--- config.mk ---
export PLATFORM = sky130hd
export DESIGN_NAME = imp_top
export DESIGN_NICKNAME = d
export VERILOG_FILES = /design/src/core/imp_top.v /design/src/core/imp_udcnt.v /design/src/core/imp_torq.v
export VERILOG_INCLUDE_DIRS = /design/src /design/src/core
export SDC_FILE = /design/constraint.sdc
export NUM_CORES = 1
export LEC_CHECK = 0
export BUFFER_PORTS_ARGS = -buffer_cell sky130_fd_sc_hd__buf_2
export CELL_PAD_IN_SITES_DETAIL_PLACEMENT = 1
export CELL_PAD_IN_SITES_GLOBAL_PLACEMENT = 2
export CORE_MARGIN = 2
export CORE_UTILIZATION = 39
export CTS_CLUSTER_SIZE = 24
export DETAILED_ROUTE_END_ITERATION = 10
export HOLD_SLACK_MARGIN = 0.15
export PLACE_DENSITY = 0.89
export SETUP_SLACK_MARGIN = 0.02
export SKIP_CTS_REPAIR_TIMING = 1
export SLEW_MARGIN = 20
export SYNTH_ARGS = -nofsm -noshare
export SYNTH_HDL_FRONTEND = slang
export SYNTH_SLANG_ARGS = --single-unit
--- constraint.sdc ---
create_clock -name pclk -period 5.4 [get_ports pclk]
set_input_delay 1.08 -clock pclk [delete_from_list [all_inputs] [get_ports pclk]]
set_output_delay 1.08 -clock pclk [all_outputs]
set_load 0.005 [all_outputs]
--- src/core/imp_regs.vh ---
// Purpose: register map, field positions, reset values and timing counts
// Assumes: 32-bit apb data, one aligned word per register
// Notes:   included by the mode and pulse control core
`ifndef IMP_REGS_VH
`define IMP_REGS_VH
// ==========================================
// register offsets
`define IMP_CTRL_OFF      8'h00
`define IMP_STATUS_OFF    8'h04
`define IMP_INT_STAT_OFF  8'h08
`define IMP_INT_MASK_OFF  8'h0C
`define IMP_ERR_BASE      8'h10
`define IMP_READ_BASE     8'h24
// ==========================================
// control fields
`define IMP_CTRL_ECEN     0
`define IMP_CTRL_COARSE   1
`define IMP_CTRL_FINE     2
`define IMP_CTRL_TQEN     3
`define IMP_CTRL_GSEL_LO  4
`define IMP_CTRL_GSEL_HI  5
`define IMP_CTRL_DID      6
`define IMP_CTRL_RREN     7
`define IMP_CTRL_RST      8'h30
// ==========================================
// interrupt fields
`define IMP_INT_TEMP      0
`define IMP_INT_TQDONE    1
`define IMP_INT_MODE      2
`define IMP_INT_RST       3'h0
// ==========================================
// counter widths and timing
`define IMP_CNT_W         15
`define IMP_TQ_W          16
`define IMP_CLK_NS        20
`define IMP_PULSE_NS      312500
`define IMP_PULSE_CYC     (`IMP_PULSE_NS / `IMP_CLK_NS)
`endif

--- src/core/imp_top.v ---
// Purpose: mode decode and command pulse handling of the inertial subsystem
// Assumes: apb slave, zero wait states; pulse pins asynchronous to pclk
// Notes:   mode discretes and torque controls are software registers
//
// Operation
// - In fine align the inertial error counters are held clear, the radar ones hold, and none take pulses while read counters keep counting.
// - Fine align is entered from inertial reference by activating the fine align electronics and left by deactivating them.
//   The decode enters it from any mode once fine is set with error counter enable, coarse and inertial data clear.
// - Each set pulse stands for one fixed increment of gimbal displacement on both sides.
// - Torque current flows for a time set by the number of set pulses received for that gyro and no longer.
// - Error counter enable as the only discrete gives display attitude error mode.
// - In display attitude error the error counter changes only on computer pulses, with read feedback cut.
// - Display inertial data enables inertial and radar channel error counters under the inertial data discretes.
// - The temperature alarm also goes out to the power and servo assembly for telemetry.
// - Error counter enable together with coarse align gives coarse align mode.
// - No mode discretes gives inertial reference mode.
`timescale 1ns/1ns
`default_nettype none
`include "imp_regs.vh"
module imp_top #(
  parameter PULSE_CYC = `IMP_PULSE_CYC
) (
  // apb
  input  wire        pclk,
  input  wire        presetn,
  input  wire        psel,
  input  wire        penable,
  input  wire        pwrite,
  input  wire [7:0]  paddr,
  input  wire [31:0] pwdata,
  output wire        pready,
  output reg  [31:0] prdata,
  output reg         pslverr,
  // command pulses: 3 inertial then 2 radar channels
  input  wire [4:0]  cmd_pos_pulse,
  input  wire [4:0]  cmd_neg_pulse,
  // gimbal angle increments from resolvers
  input  wire [2:0]  gimbal_pos_inc,
  input  wire [2:0]  gimbal_neg_inc,
  // torquing set pulse and temperature alarm
  input  wire        set_pulse,
  input  wire        temp_alarm,
  // outputs
  output reg  [74:0] err_count,
  output wire [2:0]  torque_on,
  output reg         temp_alarm_psa,
  output reg  [2:0]  mode,
  output wire        irq
);
  // ==========================================
  // modes
  localparam [2:0] M_IREF   = 3'd0;
  localparam [2:0] M_COARSE = 3'd1;
  localparam [2:0] M_FINE   = 3'd2;
  localparam [2:0] M_DAE    = 3'd3;
  localparam [2:0] M_DID    = 3'd4;

  reg  [7:0]  ctrl_reg;
  reg  [2:0]  int_stat_reg;
  reg  [2:0]  int_mask_reg;
  reg  [2:0]  mode_next;
  reg  [23:0] sync1_reg;
  reg  [23:0] sync2_reg;
  reg  [23:0] sync3_reg;
  reg  [31:0] rd_next;
  reg         hit_next;
  wire [23:0] edge_ev = sync2_reg & ~sync3_reg;
  wire [4:0]  cpos = edge_ev[4:0];
  wire [4:0]  cneg = edge_ev[9:5];
  wire [2:0]  gpos = edge_ev[12:10];
  wire [2:0]  gneg = edge_ev[15:13];
  wire        sev  = edge_ev[16];
  wire        talm = sync2_reg[17];
  wire        talm_rise = sync2_reg[17] & ~sync3_reg[17];
  wire [74:0] err_w;
  wire [44:0] read_w;
  wire [2:0]  tq_done;
  wire        wr = psel && penable && pwrite;
  wire [1:0]  gsel = ctrl_reg[`IMP_CTRL_GSEL_HI:`IMP_CTRL_GSEL_LO];

  // ==========================================
  // pin synchronisers, edge taken after second stage
  always @(posedge pclk or negedge presetn) begin
    if (!presetn) begin
      sync1_reg <= 24'h000000;
      sync2_reg <= 24'h000000;
      sync3_reg <= 24'h000000;
    end else begin
      sync1_reg <= {6'h00, temp_alarm, set_pulse, gimbal_neg_inc, gimbal_pos_inc,
                    cmd_neg_pulse, cmd_pos_pulse};
      sync2_reg <= sync1_reg;
      sync3_reg <= sync2_reg; // one rising edge gives one count
    end
  end

  // ==========================================
  // discrete fields of the control word
  wire        ecen_on   = ctrl_reg[`IMP_CTRL_ECEN];
  wire        coarse_on = ctrl_reg[`IMP_CTRL_COARSE];
  wire        fine_on   = ctrl_reg[`IMP_CTRL_FINE];
  wire        tqen_on   = ctrl_reg[`IMP_CTRL_TQEN];
  wire        did_on    = ctrl_reg[`IMP_CTRL_DID];
  wire        rren_on   = ctrl_reg[`IMP_CTRL_RREN];
  // gyro select only steers set pulses, so it is no mode discrete
  wire        no_other  = !coarse_on && !fine_on && !tqen_on && !did_on && !rren_on;

  // ==========================================
  // mode decode
  always @* begin
    mode_next = M_IREF;
    if (ecen_on && coarse_on) begin
      mode_next = M_COARSE;
    end else if (ecen_on && did_on && rren_on) begin
      mode_next = M_DID;
    end else if (ecen_on && no_other) begin
      mode_next = M_DAE;
    end else if (fine_on && !ecen_on && !coarse_on && !did_on) begin
      // fine align is a submode of inertial reference only
      mode_next = M_FINE;
    end
  end

  always @(posedge pclk or negedge presetn) begin
    if (!presetn) begin
      mode           <= M_IREF;
      temp_alarm_psa <= 1'b0;
      err_count      <= 75'h0;
    end else begin
      mode           <= mode_next;
      temp_alarm_psa <= talm;
      err_count      <= err_w;
    end
  end

  // ==========================================
  // per-mode counter permissions
  wire        in_coarse = (mode == M_COARSE);
  wire        in_fine   = (mode == M_FINE);
  wire        in_dae    = (mode == M_DAE);
  wire        in_did    = (mode == M_DID);
  wire        inr_en    = in_coarse || in_dae || in_did;
  // set pulses count only in fine align with torque enabled
  wire        tq_gate   = sev && in_fine && tqen_on;

  // ==========================================
  // error and read counters
  genvar i;
  generate
    for (i = 0; i < 5; i = i + 1) begin : g_err
      wire inr = (i < 3);
      // read feedback nulls the error only in coarse align
      wire fb  = inr && in_coarse;
      wire en  = inr ? inr_en
                     : in_did;
      imp_udcnt #(.W(`IMP_CNT_W)) u_err (
        .pclk      (pclk),
        .presetn   (presetn),
        .clr       (inr && mode == M_FINE),
        .en        (en),
        .up        (cpos[i] || (fb && gneg[i % 3])),
        .dn        (cneg[i] || (fb && gpos[i % 3])),
        .count_reg (err_w[i*15 +: 15])
      );
    end
    for (i = 0; i < 3; i = i + 1) begin : g_read
      // read counters report gimbal increments in every mode
      imp_udcnt #(.W(`IMP_CNT_W)) u_read (
        .pclk      (pclk),
        .presetn   (presetn),
        .clr       (1'b0),
        .en        (1'b1),
        .up        (gpos[i]),
        .dn        (gneg[i]),
        .count_reg (read_w[i*15 +: 15])
      );
      // set pulses steer only to the selected gyro while torque is enabled
      imp_torq #(.PULSE_CYC(PULSE_CYC)) u_torq (
        .pclk     (pclk),
        .presetn  (presetn),
        .add      (tq_gate && gsel == i),
        .on_reg   (torque_on[i]),
        .done_reg (tq_done[i])
      );
    end
  endgenerate

  // ==========================================
  // apb slave, zero wait states
  assign pready = 1'b1;

  always @* begin
    rd_next  = 32'h0;
    hit_next = 1'b1;
    case (paddr)
      `IMP_CTRL_OFF:         rd_next = {24'h0, ctrl_reg};
      `IMP_STATUS_OFF:       rd_next = {25'h0, torque_on, talm, mode};
      `IMP_INT_STAT_OFF:     rd_next = {29'h0, int_stat_reg};
      `IMP_INT_MASK_OFF:     rd_next = {29'h0, int_mask_reg};
      `IMP_ERR_BASE:         rd_next = {17'h0, err_w[14:0]};
      `IMP_ERR_BASE + 8'h04: rd_next = {17'h0, err_w[29:15]};
      `IMP_ERR_BASE + 8'h08: rd_next = {17'h0, err_w[44:30]};
      `IMP_ERR_BASE + 8'h0C: rd_next = {17'h0, err_w[59:45]};
      `IMP_ERR_BASE + 8'h10: rd_next = {17'h0, err_w[74:60]};
      `IMP_READ_BASE:        rd_next = {17'h0, read_w[14:0]};
      `IMP_READ_BASE + 8'h04: rd_next = {17'h0, read_w[29:15]};
      `IMP_READ_BASE + 8'h08: rd_next = {17'h0, read_w[44:30]};
      default:               hit_next = 1'b0;
    endcase
  end

  // read data captured in the setup cycle so it leaves a flop
  always @(posedge pclk or negedge presetn) begin
    if (!presetn) begin
      prdata  <= 32'h0;
      pslverr <= 1'b0;
    end else if (psel && !penable) begin
      prdata  <= pwrite ? 32'h0 : rd_next;
      pslverr <= !hit_next;
    end
  end

  // ==========================================
  // control and interrupt registers; hardware set beats w1c
  wire        wr_ctrl = wr && (paddr == `IMP_CTRL_OFF);
  wire        wr_stat = wr && (paddr == `IMP_INT_STAT_OFF);
  wire        wr_mask = wr && (paddr == `IMP_INT_MASK_OFF);
  wire [2:0]  int_set = {mode != mode_next, |tq_done, talm_rise};
  reg  [7:0]  ctrl_next;
  reg  [2:0]  int_stat_next;
  reg  [2:0]  int_mask_next;

  always @* begin
    ctrl_next     = ctrl_reg;
    int_stat_next = int_stat_reg;
    int_mask_next = int_mask_reg;
    if (wr_ctrl) begin
      ctrl_next = pwdata[7:0];
    end
    if (wr_mask) begin
      int_mask_next = pwdata[2:0];
    end
    if (wr_stat) begin
      int_stat_next = int_stat_reg & ~pwdata[2:0];
    end
    // an event in the clearing cycle stays set so it is never lost
    int_stat_next = int_stat_next | int_set;
  end

  always @(posedge pclk or negedge presetn) begin
    if (!presetn) begin
      ctrl_reg     <= `IMP_CTRL_RST;
      int_stat_reg <= `IMP_INT_RST;
      int_mask_reg <= `IMP_INT_RST;
    end else begin
      ctrl_reg     <= ctrl_next;
      int_stat_reg <= int_stat_next;
      int_mask_reg <= int_mask_next;
    end
  end

  // irq is one discrete, high while any unmasked status bit is set
  assign irq = |(int_stat_reg & int_mask_reg);
endmodule
`default_nettype wire

--- src/core/imp_udcnt.v ---
// Purpose: up/down counter with clear and enable
// Assumes: up and dn are one-cycle events on pclk
// Notes:   simultaneous up and dn cancel
`timescale 1ns/1ns
`default_nettype none
module imp_udcnt #(
  parameter W = 15
) (
  // clock and reset
  input  wire         pclk,
  input  wire         presetn,
  // control
  input  wire         clr,
  input  wire         en,
  input  wire         up,
  input  wire         dn,
  // value
  output reg  [W-1:0] count_reg
);
  // ==========================================
  // counter
  always @(posedge pclk or negedge presetn) begin
    if (!presetn) begin
      count_reg <= {W{1'b0}};
    end else if (clr) begin
      count_reg <= {W{1'b0}};
    end else if (en && up && !dn) begin
      count_reg <= count_reg + {{(W-1){1'b0}}, 1'b1};
    end else if (en && dn && !up) begin
      count_reg <= count_reg - {{(W-1){1'b0}}, 1'b1};
    end
  end
endmodule
`default_nettype wire

--- src/core/imp_torq.v ---
// Purpose: one gyro torque timer, current on while set pulses remain
// Assumes: add is a one-cycle event per received set pulse
// Notes:   each pulse holds the current for one pulse period
`timescale 1ns/1ns
`default_nettype none
`include "imp_regs.vh"
module imp_torq #(
  parameter PULSE_CYC = `IMP_PULSE_CYC
) (
  // clock and reset
  input  wire pclk,
  input  wire presetn,
  // set pulse
  input  wire add,
  // torque drive
  output reg  on_reg,
  output reg  done_reg
);
  reg  [`IMP_TQ_W-1:0] pend_reg;
  reg  [31:0]          tick_reg;
  wire                 tick_end = on_reg && (tick_reg == PULSE_CYC - 1);
  // ==========================================
  // pending pulse count and period timer
  always @(posedge pclk or negedge presetn) begin
    if (!presetn) begin
      pend_reg <= {`IMP_TQ_W{1'b0}};
      tick_reg <= 32'h0;
      on_reg   <= 1'b0;
      done_reg <= 1'b0;
    end else begin
      done_reg <= 1'b0;
      if (add && !tick_end) begin
        pend_reg <= pend_reg + {{(`IMP_TQ_W-1){1'b0}}, 1'b1};
      end else if (tick_end && !add) begin
        pend_reg <= pend_reg - {{(`IMP_TQ_W-1){1'b0}}, 1'b1};
      end
      tick_reg <= (tick_end || !on_reg) ? 32'h0 : tick_reg + 32'h1;
      // current stops exactly when the last pulse period ends
      if (tick_end && !add && pend_reg == {{(`IMP_TQ_W-1){1'b0}}, 1'b1}) begin
        on_reg   <= 1'b0;
        done_reg <= 1'b1;
      end else if (add) begin
        on_reg <= 1'b1;
      end
    end
  end
endmodule
`default_nettype wire

# Word level (Yosys, flattened, before mapping)
# Cells that the tools add are included.
[word_totals] register_bits=450 latchBits=0 ram_bits=0 rom_bits=0 in_bits=63 output_inout_bits=117 elab_cells=262 mem_count=0
[op_classes] addsub=25 n_mul=0 div=0 magnitude_cmp=0 n_eq_ne=24 shift=0 n_mux=45 bitwise_logic=8 n_reduce_logical=129
[op_table] operator="two-way mux 15 bit" count=19
[op_table] operator="one-hot mux 15 bit (12 select lines)" count=1
[op_table] operator="two-way mux 32 bit" count=4
[op_table] operator="adder 15 x 1 -> 15 bit (second input constant)" count=8
[op_table] operator="subtractor 15 x 1 -> 15 bit (second input constant)" count=8
[op_table] operator="adder 32 x 1 -> 32 bit (second input constant)" count=3
[op_table] operator="equality test 32 x 14 -> 1 bit (second input constant)" count=3
[op_table] operator="two-way mux 16 bit" count=6
[op_table] operator="logical AND 1 bit" count=66
[op_table] operator="adder 16 x 1 -> 16 bit (second input constant)" count=3
[op_table] operator="equality test 16 x 1 -> 1 bit (second input constant)" count=3
[op_table] operator="subtractor 16 x 1 -> 16 bit (second input constant)" count=3
[op_table] operator="zero test 1 bit" count=33
[op_table] operator="equality test 8 x 5 -> 1 bit (second input constant)" count=4
[op_table] operator="equality test 8 x 6 -> 1 bit (second input constant)" count=4
[op_table] operator="nonzero test 2 bit" count=11
[op_table] operator="AND 17 bit" count=1
[op_table] operator="NOT 17 bit" count=1
[op_table] operator="equality test 8 x 4 -> 1 bit (second input constant)" count=2
[op_table] operator="two-way mux 3 bit" count=4
[op_table] operator="OR reduction 12 bit" count=1
[op_table] operator="logical OR 1 bit" count=11
[op_table] operator="two-way mux 1 bit" count=10
[op_table] operator="nonzero test 3 bit" count=3
[op_table] operator="16 further kinds" count=19

# Logic depth before layout (Yosys ltp)
# Gate-level depths: netlist (run 1).
[logic_depth] ltp_word=11 depth_mapped=14

# By module
# Synthesis (run 1) repeated with hierarchy kept, for this count alone.
[unflattened] cells_unflattened=2654 hier_area_um2=25484.4
[modules_own_cells] mod="imp_top" instances=1 cells_each=490 area_per_inst_um2=6332.3 seq_area_each_um2=4056.4
[modules_own_cells] mod="imp_udcnt (g_err[0].u_err ...)" instances=4 cells_each=165 area_per_inst_um2=1370.1 seq_area_each_um2=375.4
[modules_own_cells] mod="imp_torq (g_read[1].u_torq)" instances=1 cells_each=301 area_per_inst_um2=2867.8 seq_area_each_um2=1251.2
[modules_own_cells] mod="imp_torq (g_read[2].u_torq)" instances=1 cells_each=305 area_per_inst_um2=2860.2 seq_area_each_um2=1251.2
[modules_own_cells] mod="imp_torq (g_read[0].u_torq)" instances=1 cells_each=306 area_per_inst_um2=2816.5 seq_area_each_um2=1251.2
[modules_own_cells] mod="imp_udcnt (g_read[0].u_read ...)" instances=2 cells_each=140 area_per_inst_um2=1248.7 seq_area_each_um2=375.4
[modules_own_cells] mod="imp_udcnt (g_read[2].u_read)" instances=1 cells_each=170 area_per_inst_um2=1400.1 seq_area_each_um2=375.4
[modules_own_cells] mod="imp_udcnt (g_err[4].u_err)" instances=1 cells_each=142 area_per_inst_um2=1229.9 seq_area_each_um2=375.4

# Worst setup path after synthesis (run 1)
# Ideal clock, no wire load.
[synth_timing] path_type="register to register" startpoint="register mode[1]" endpoint="register g_err[1].u_err.count_reg[12]" setup_ps=120 arrival_time_ps=4000 required_ps=5280 setup_slack_ps=1279 stages_incl_launch_ff=14 path_buffers=2 period_less_slack_ps=4121 path_cell_list="dfrtp_1 > buf_6 > or3b_1 > buf_6 > o21a_1 > or3_1 > fa_1 > a211o_1 > a2111oi_0 > o21a_1 > nor3b_1 > o21a_1 > or3_1 > a31o_2"
[synth_via] elab_chain_len=7
[synth_lines] element="from (decl)" line="imp_top.v:47" rtl="output reg [2:0] mode,"
[synth_lines] element="from (signal assigned)" line="imp_top.v:129" rtl="mode <= mode_next;"
[synth_lines] element="equality test 3 x 1 -> 1 bit / equality test 3 x 2 -> 1 bit (equally long branches)" line="imp_top.v:137, imp_top.v:139"
[synth_lines] element="logical OR 1 bit, or another cell as far along" line="imp_top.v:141" rtl="wire inr_en = in_coarse || in_dae || in_did;"
[synth_lines] element="logical OR 1 bit (on tied branches)" line="imp_top.v:141, imp_top.v:160, imp_top.v:161"
[synth_lines] element="logical AND 1 bit / zero test 1 bit (equally long branches)" line="imp_udcnt.v:27" rtl="end else if (en && up && !dn) begin"
[synth_lines] element="logical AND 1 bit" line="imp_udcnt.v:27"
[synth_lines] element="two-way mux 15 bit" line="imp_udcnt.v:27"
[synth_lines] element="two-way mux 15 bit" line="imp_udcnt.v:25" rtl="end else if (clr) begin"
[synth_lines] element="to (signal assigned)" line="imp_udcnt.v:24" rtl="count_reg <= {W{1'b0}};"
[synth_lines] element="to (signal assigned)" line="imp_udcnt.v:26" rtl="count_reg <= {W{1'b0}};"
[synth_lines] element="to (signal assigned)" line="imp_udcnt.v:28" rtl="count_reg <= count_reg + {{(W-1){1'b0}}, 1'b1};"
[synth_lines] element="to (decl)" line="imp_udcnt.v:18" rtl="output reg [W-1:0] count_reg"
# Parallel ways exist; a longest one is shown, timed or not.
# A chain may end at the register's enable or synchronous reset.

# Worst setup path in the final report (run 1)
[layout_timing] startpoint="register mode[0]" endpoint="register g_err[1].u_err.count_reg[14]"
# The elaborated chain is that of the path after synthesis.

==> summary.txt, run 1 <==
Logic synthesis
  – Syn avg cell area: 9.889 sq um
  – Synth cell count leaders: dfrtp_1 (430), nor2_1 (208), nand2_1 (194)
  – Post-synth top area cell: dfrtp_1
  – Synth async-reset ratio: 100.0%
  – Most numerous cell in the Yosys netlist: dfrtp_1
  – Synth Instances: 2369
  – Sequential area share after synthesis: 46.16%
  – Unique cell type count in the Yosys netlist: 86
  – Top cell type's share of synthesized area: 45.93%
  – Syn. warnings: 0
  – Post-Syn Area: 0.02343 sq mm
  – Ys flop type: dfrtp_1
  – Ranking of synthesized cells by area: dfrtp_1 (46%), ha_1 (7.0%), xnor2_1 (4.5%), xor2_1 (3.9%), o21ai_0 (3.8%)
  – Number of flops mapped to enable cells by yosys: 0
  – Flops & latches, synth: 432

Clock network
  – # H-tree levels: 2
  – Max Buffers Root-to-Sink: 3
  – Clk slew on worst S/H paths: 0.06 ns
  – Cts bufs inserted: 50
  – CTS tree: yes
  – Clk_lat worst skew: 0.61 ns
  – Root buffer cell: clkbuf_16
  – Clk sink count: 432

Finish
  – Max reg flops: 96
  – Syn-to-layout area delta: 14.52%
  – Final #Nets: 2698
  – Final core occ: 45.29%
  – Share of cells above drive strength 1: 11.94%
  – Antenna Cells: 0

Placement
  – Final Wtd Congestion: 0.8970
  – Final HPWL DP: 49460 um
  – I/O Buffers: 137

Worst setup path
  – Crit path largest cell delay: 0.70 ns
  – Critical Path Fanout Max: 10
  – CP startpoint kind: flip-flop
  – Setup crit end kind: flip-flop
  – CP Class: flip-flop to flip-flop
  – Worst EP required: 5.87 ns
  – WP buf/inv: 0
  – FF-to-FF path depth: 11
  – Critical Path Stages: 11
  – CP max-delay cell: a2111oi_0
  – Worst Path Arrival: 5.13 ns
  – Delay-heaviest family, CP: compound AO/OA/AOI/OAI gates
  – Cell Chain, Critical Path: or3b_1, o21a_1, or3_1, fa_1, a211o_1, a2111oi_0, o21a_1, nor3b_1, a41oi_1, mux2_2, mux2i_1
  – Critical path's most frequent cell: o21a_1

Worst hold path
  – Worst Hold Depth: 0
  – Hold Crit Class: flip-flop to flip-flop

Timing
  – Max-slew headroom: 29.73%
  – Hold Vio Cnt, Final: 0
  – Setup TNS: 0 ns
  – F_max: 214.9 MHz
  – Setup violators final: 0
  – Slew Viols, Final: 0
  – Clk_skew: 0.02136 ns
  – Tcrit/Tclk final: 86.18%
  – Hold Slack: 0.3449 ns
  – Unrepaired setup endpoints after global routing: no
  – Least-Margin Pin Slew: 1.051 ns
  – Final min period: 4.654 ns

Route
  – Vias: 18800
  – Drt pass-1 iters: 5
  – Post-DRT Antenna Nets: 0
  – Via density: 5.679
  – # DRC: 0
  – Drt total wl: 67360 um
  – WL/cell: 20.34 um
  – Initial DRC count: 1012

Global routing
  – Wire length of the first global-routing pass: 109700 um
  – Total gr overflow: 0
  – All-Layer GR Usage: 21.71%
  – Largest net degree at the start of global routing: 126
  – Antenna violations before repair: 3
  – Vias in the first global route: 19740

Floorplan
  – Die H: 249.1 um
  – Row cnt: 89
  – Initial Utilization: 39.54%
  – Die X: 249.1 um
  – Io pins: 180
  – Core area: 0.05924 sq mm
  – Die ar.: 0.06204 sq mm

Power
  – VDD IR max: 232.1 uV
  – Power Dens Cells: 393.9 mW/mm^2
  – Leakage: 12.20 nW

Outcome
  – Status: completed

Run
  – Max_cap viols: 0
power by group:
| part | internal (mW) | total (mW) | switching, mW |
|---|---|---|---|
| registers | 3.54 | 3.87 | 0.337 |
| clock network | 2.47 | 3.90 | 1.44 |
| logic | 1.24 | 2.79 | 1.55 |
routing by layer:
metal / part of all wire (%) / track usage [%]
met1: 44 / 28.29
met2: 50 / 37.79
met3: 4.3 / 3.229
met4: 2.3 / 5.594
met5: 0.021 / 0
logic make-up (layout without fill, tap and decap cells):
kind of cell	Yosys count	count (layout)	share of synthesized area [%]
AO/OA/AOI/OAI	554	554	15.01
AND/OR/NAND/NOR	798	798	16.87
adder cells (fa/ha/maj)	139	139	7.680
flip-flops	432	432	46.16
XOR/XNOR	225	225	8.412
multiplexers	53	53	2.751
other	2	18	0.03206
buffers and inverters	166	319	3.087
worst register-to-register path, delay by kind of cell (launching register included):
family                   cells  cell delay (ns)
AO/OA/AOI/OAI                5             1.77
adder cells (fa/ha/maj)      1             0.51
flip-flops                   1             0.55
multiplexers                 2             0.49
AND/OR/NAND/NOR              3             1.20
final timing paths:
| path | slack [ns] | start | endpoint |
|---|---|---|---|
| max in group asynchronous | 3.83 | presetn | g_read[2].u_torq.tick_reg[21]$_DFF_PN0_ |
| min in group asynchronous | 0.42 | presetn | g_err[0].u_err.count_reg[11]$_DFFE_PN0P_ |
| worst min register to register | 0.34 | sync1_reg[1]$_DFF_PN0_ | sync2_reg[1]$_DFF_PN0_ |
| worst max register to register | 0.75 | mode[0]$_DFF_PN0_ | g_err[1].u_err.count_reg[14]$_DFFE_PN0P_ |
| worst max-delay path | 0.75 | mode[0]$_DFF_PN0_ | g_err[1].u_err.count_reg[14]$_DFFE_PN0P_ |
| worst min-delay path | 0.34 | sync1_reg[1]$_DFF_PN0_ | sync2_reg[1]$_DFF_PN0_ |
final cells by class:
type	instances	area, sq um
Tap cell	773	967.2
Fill cell	6644	32410
Timing Repair Buffer	155	875.8
Multi-Input combinational cell	1787	12000
Sequential cell	432	10810
Inverter	70	262.8
Clock buffer	62	1358
Clock inverter	32	553.0
per-stage QoR:
stage / power (mW) / cell area, sq um / std cells / setup slack, ns
final: 10.57 / 26830 / 3311 / 0.7464
after global routing: 11.20 / 26830 / 3311 / 0.3946
after CTS: 10.66 / 26810 / 3311 / 0.7653
after detailed placement: 6.695 / 24900 / 3217 / 0.8198
after global placement: 6.533 / 24880 / 3215 / 0.9469
after floorplan: 5.905 / 23490 / 2385 / 1.279
placed cells by master (no fill, tap or decap), types with 10 or more instances in the layout:
cell	count
dfrtp_1	430
nor2_1	208
nand2_1	194
o21ai_0	177
buf_2	136
ha_1	131
xnor2_1	121
a21oi_1	118
xor2_1	104
nand3_1	98
inv_1	70
nor3_1	53
clkbuf_16	51
and3_1	35
nand4_1	35
a21o_1	34
o21a_1	31
or3_1	29
a22oi_1	29
nand2b_1	28
nor4_1	27
mux2i_1	25
mux2_2	21
a211oi_1	19
o31ai_1	18
conb_1	18
a31oi_1	17
o21bai_1	17
nor3b_1	16
bufinv_16	14
buf_4	13
nor2b_1	11
nor4b_1	10
(Power assumes the default switching activity.)
==> run 2: changes to the inputs <==
--- a/config.mk
+++ b/config.mk
@@ -9,7 +9,6 @@
 export BUFFER_PORTS_ARGS = -buffer_cell sky130_fd_sc_hd__buf_2
 export CELL_PAD_IN_SITES_DETAIL_PLACEMENT = 1
 export CELL_PAD_IN_SITES_GLOBAL_PLACEMENT = 2
-export CORE_MARGIN = 2
 export CORE_UTILIZATION = 39
 export CTS_CLUSTER_SIZE = 24
 export DETAILED_ROUTE_END_ITERATION = 10
==> summary.txt, run 2 (synthesis gave the netlist of run 1 again) <==
Outcome
  – Status: complete, but fails checks (was completed)
  – Failing checks: DRC

Clock network
  – Max Buffers Root-to-Sink: 3 (unchanged)
  – Root buffer cell: clkbuf_16 (unchanged)
  – Clk_lat worst skew: 0.59 ns (was 0.61 ns)
  – CTS tree: yes (unchanged)
  – # H-tree levels: 2 (unchanged)
  – Cts bufs inserted: 51 (was 50)
  – Clk slew on worst S/H paths: 0.07 ns (was 0.06 ns)
  – Clk sink count: 432 (unchanged)

Finish
  – Commonest non-fill, non-tap cells in the layout: dfrtp_1 (430), nor2_1 (208), nand2_1 (194) (unchanged)
  – Share of cells above drive strength 1: 11.79% (was 11.94%)
  – Commonest non-fill, non-tap cell in the layout: dfrtp_1 (unchanged)
  – Post-layout instance area: 0.02670 sq mm (was 0.02683 sq mm)
  – Max reg flops: 96 (unchanged)
  – Final core occ: 45.15% (was 45.29%)
  – FILL cells: 6586 (was 6644)
  – Syn-to-layout area delta: 13.96% (was 14.52%)
  – Final #Nets: 2697 (was 2698)

Timing
  – Setup ws final: 0.8764 ns (was 0.7464 ns)
  – Slew Viols, Final: 0 (unchanged)
  – Setup TNS: 0 ns (unchanged)
  – Unrepaired setup endpoints after global routing: no (unchanged)
  – Max-slew headroom: 30.85% (was 29.73%)
  – Least-Margin Pin Slew: 1.011 ns (was 1.051 ns)
  – Tcrit/Tclk final: 83.77% (was 86.18%)
  – F_max: 221.1 MHz (was 214.9 MHz)
  – Setup violators final: 0 (unchanged)
  – Hold Vio Cnt, Final: 0 (unchanged)
  – Final min period: 4.524 ns (was 4.654 ns)
  – Clk_skew: 0.01948 ns (was 0.02136 ns)

Route
  – # DRC: 78 (was 0)
  – Post-DRT Antenna Nets: 0 (unchanged)
  – Vias: 18520 (was 18800)
  – Drt total wl: 67110 um (was 67360 um)
  – WL/cell: 20.25 um (was 20.34 um)
  – Drt pass-1 iters: 8 (was 5)
  – Initial DRC count: 1090 (was 1012)
  – Via density: 5.589 (was 5.679)

Power
  – Power Dens Cells: 387.1 mW/mm^2 (was 393.9 mW/mm^2)
  – Leakage: 12.14 nW (was 12.20 nW)
  – VDD IR max: 224.5 uV (was 232.1 uV)
  – Total Power: 10.33 mW (was 10.57 mW)

Global routing
  – Total gr overflow: 0 (unchanged)
  – All-Layer GR Usage: 22.30% (was 21.71%)
  – Antenna violations before repair: 5 (was 3)
  – Largest net degree at the start of global routing: 125 (was 126)
  – Wire length of the first global-routing pass: 107900 um (was 109700 um)
  – Vias in the first global route: 19490 (was 19740)

Run
  – Max_cap viols: 0 (unchanged)

Worst setup path
  – CP Class: flip-flop to flip-flop (unchanged)
  – Worst Path Arrival: 4.99 ns (was 5.13 ns)
  – Critical Path Fanout Max: 10 (unchanged)
  – Setup crit end kind: flip-flop (unchanged)
  – Worst EP required: 5.87 ns (about the same)
  – CP startpoint kind: flip-flop (unchanged)
  – FF-to-FF path depth: 11 (unchanged)

Floorplan
  – Die H: 247.1 um (was 249.1 um)
  – Initial Utilization: 39.62% (was 39.54%)
  – Die ar.: 0.06105 sq mm (was 0.06204 sq mm)
  – Row cnt: 89 (unchanged)
  – Die X: 247.1 um (was 249.1 um)
  – Core area: 0.05913 sq mm (was 0.05924 sq mm)
  – Io pins: 180 (unchanged)

Placement
  – Placed inst area: 0.02488 sq mm (was 0.02490 sq mm)
  – DP Worst Slack: 0.9086 ns (was 0.8198 ns)
  – Final Wtd Congestion: 0.8966 (was 0.8970)
  – I/O Buffers: 137 (unchanged)
  – Final HPWL DP: 49280 um (was 49460 um)

Worst hold path
  – Worst Hold Depth: 0 (unchanged)
  – Hold Crit Class: flip-flop to flip-flop (unchanged)
[run 2: path summary, 6_finish.rpt]
path | start | slack [ns] | endpoint
worst max-delay path | mode[0]$_DFF_PN0_ | 0.88 | g_err[1].u_err.count_reg[14]$_DFFE_PN0P_
worst max register to register | mode[0]$_DFF_PN0_ | 0.88 | g_err[1].u_err.count_reg[14]$_DFFE_PN0P_
max in group asynchronous | presetn | 3.75 | g_err[2].u_err.count_reg[6]$_DFFE_PN0P_
worst min register to register | sync1_reg[4]$_DFF_PN0_ | 0.34 | sync2_reg[4]$_DFF_PN0_
worst min-delay path | sync1_reg[4]$_DFF_PN0_ | 0.34 | sync2_reg[4]$_DFF_PN0_
min in group asynchronous | presetn | 0.45 | err_count[6]$_DFF_PN0_
[run 2: layer usage]
metal  track usage [%]  vias to the layer above  part of all wire, %
met5                 0                        -                    0
met2             38.03                      361                   48
met4             7.008                        0                  2.9
met3             3.473                       98                  4.7
met1             28.86                     9338                   44
li1                  -                     8725                    -
[run 2: critical path: stages (launching register included)]
cell	delay, ns
dfrtp_1	0.53
or3b_1	0.56
o21a_1	0.27
or3_1	0.59
fa_1	0.51
a211o_1	0.34
a2111oi_0	0.57
o21a_1	0.22
nor3b_1	0.08
a41oi_1	0.24
mux2_2	0.37
mux2i_1	0.12
[run 2: area by class of cell]
type	instances	area (sq um)	share of cell area [%]
Sequential cell	432	10810	40.50
Clock buffer	69	1456	5.455
Clock inverter	24	327.8	1.228
Timing Repair Buffer	153	853.3	3.196
Tap cell	773	967.2	3.623
Inverter	70	262.8	0.9842
Antenna cell	6	15.01	0.05624
Multi-Input combinational cell	1787	12000	44.95
[run 2: metrics by stage]
stage                     hold slack (ns)  instances
after floorplan                    0.3312       2385
after CTS                          0.3454       3308
after detailed placement           0.3363       3215
after global routing               0.3507       3309
after global placement             0.3336       3215
final                              0.3432       3314
[run 2: power by group]
group	switching (mW)	internal, mW	total [mW]
Combinational	1.56	1.25	2.80
Clock	1.42	2.23	3.65
Sequential	0.341	3.54	3.88
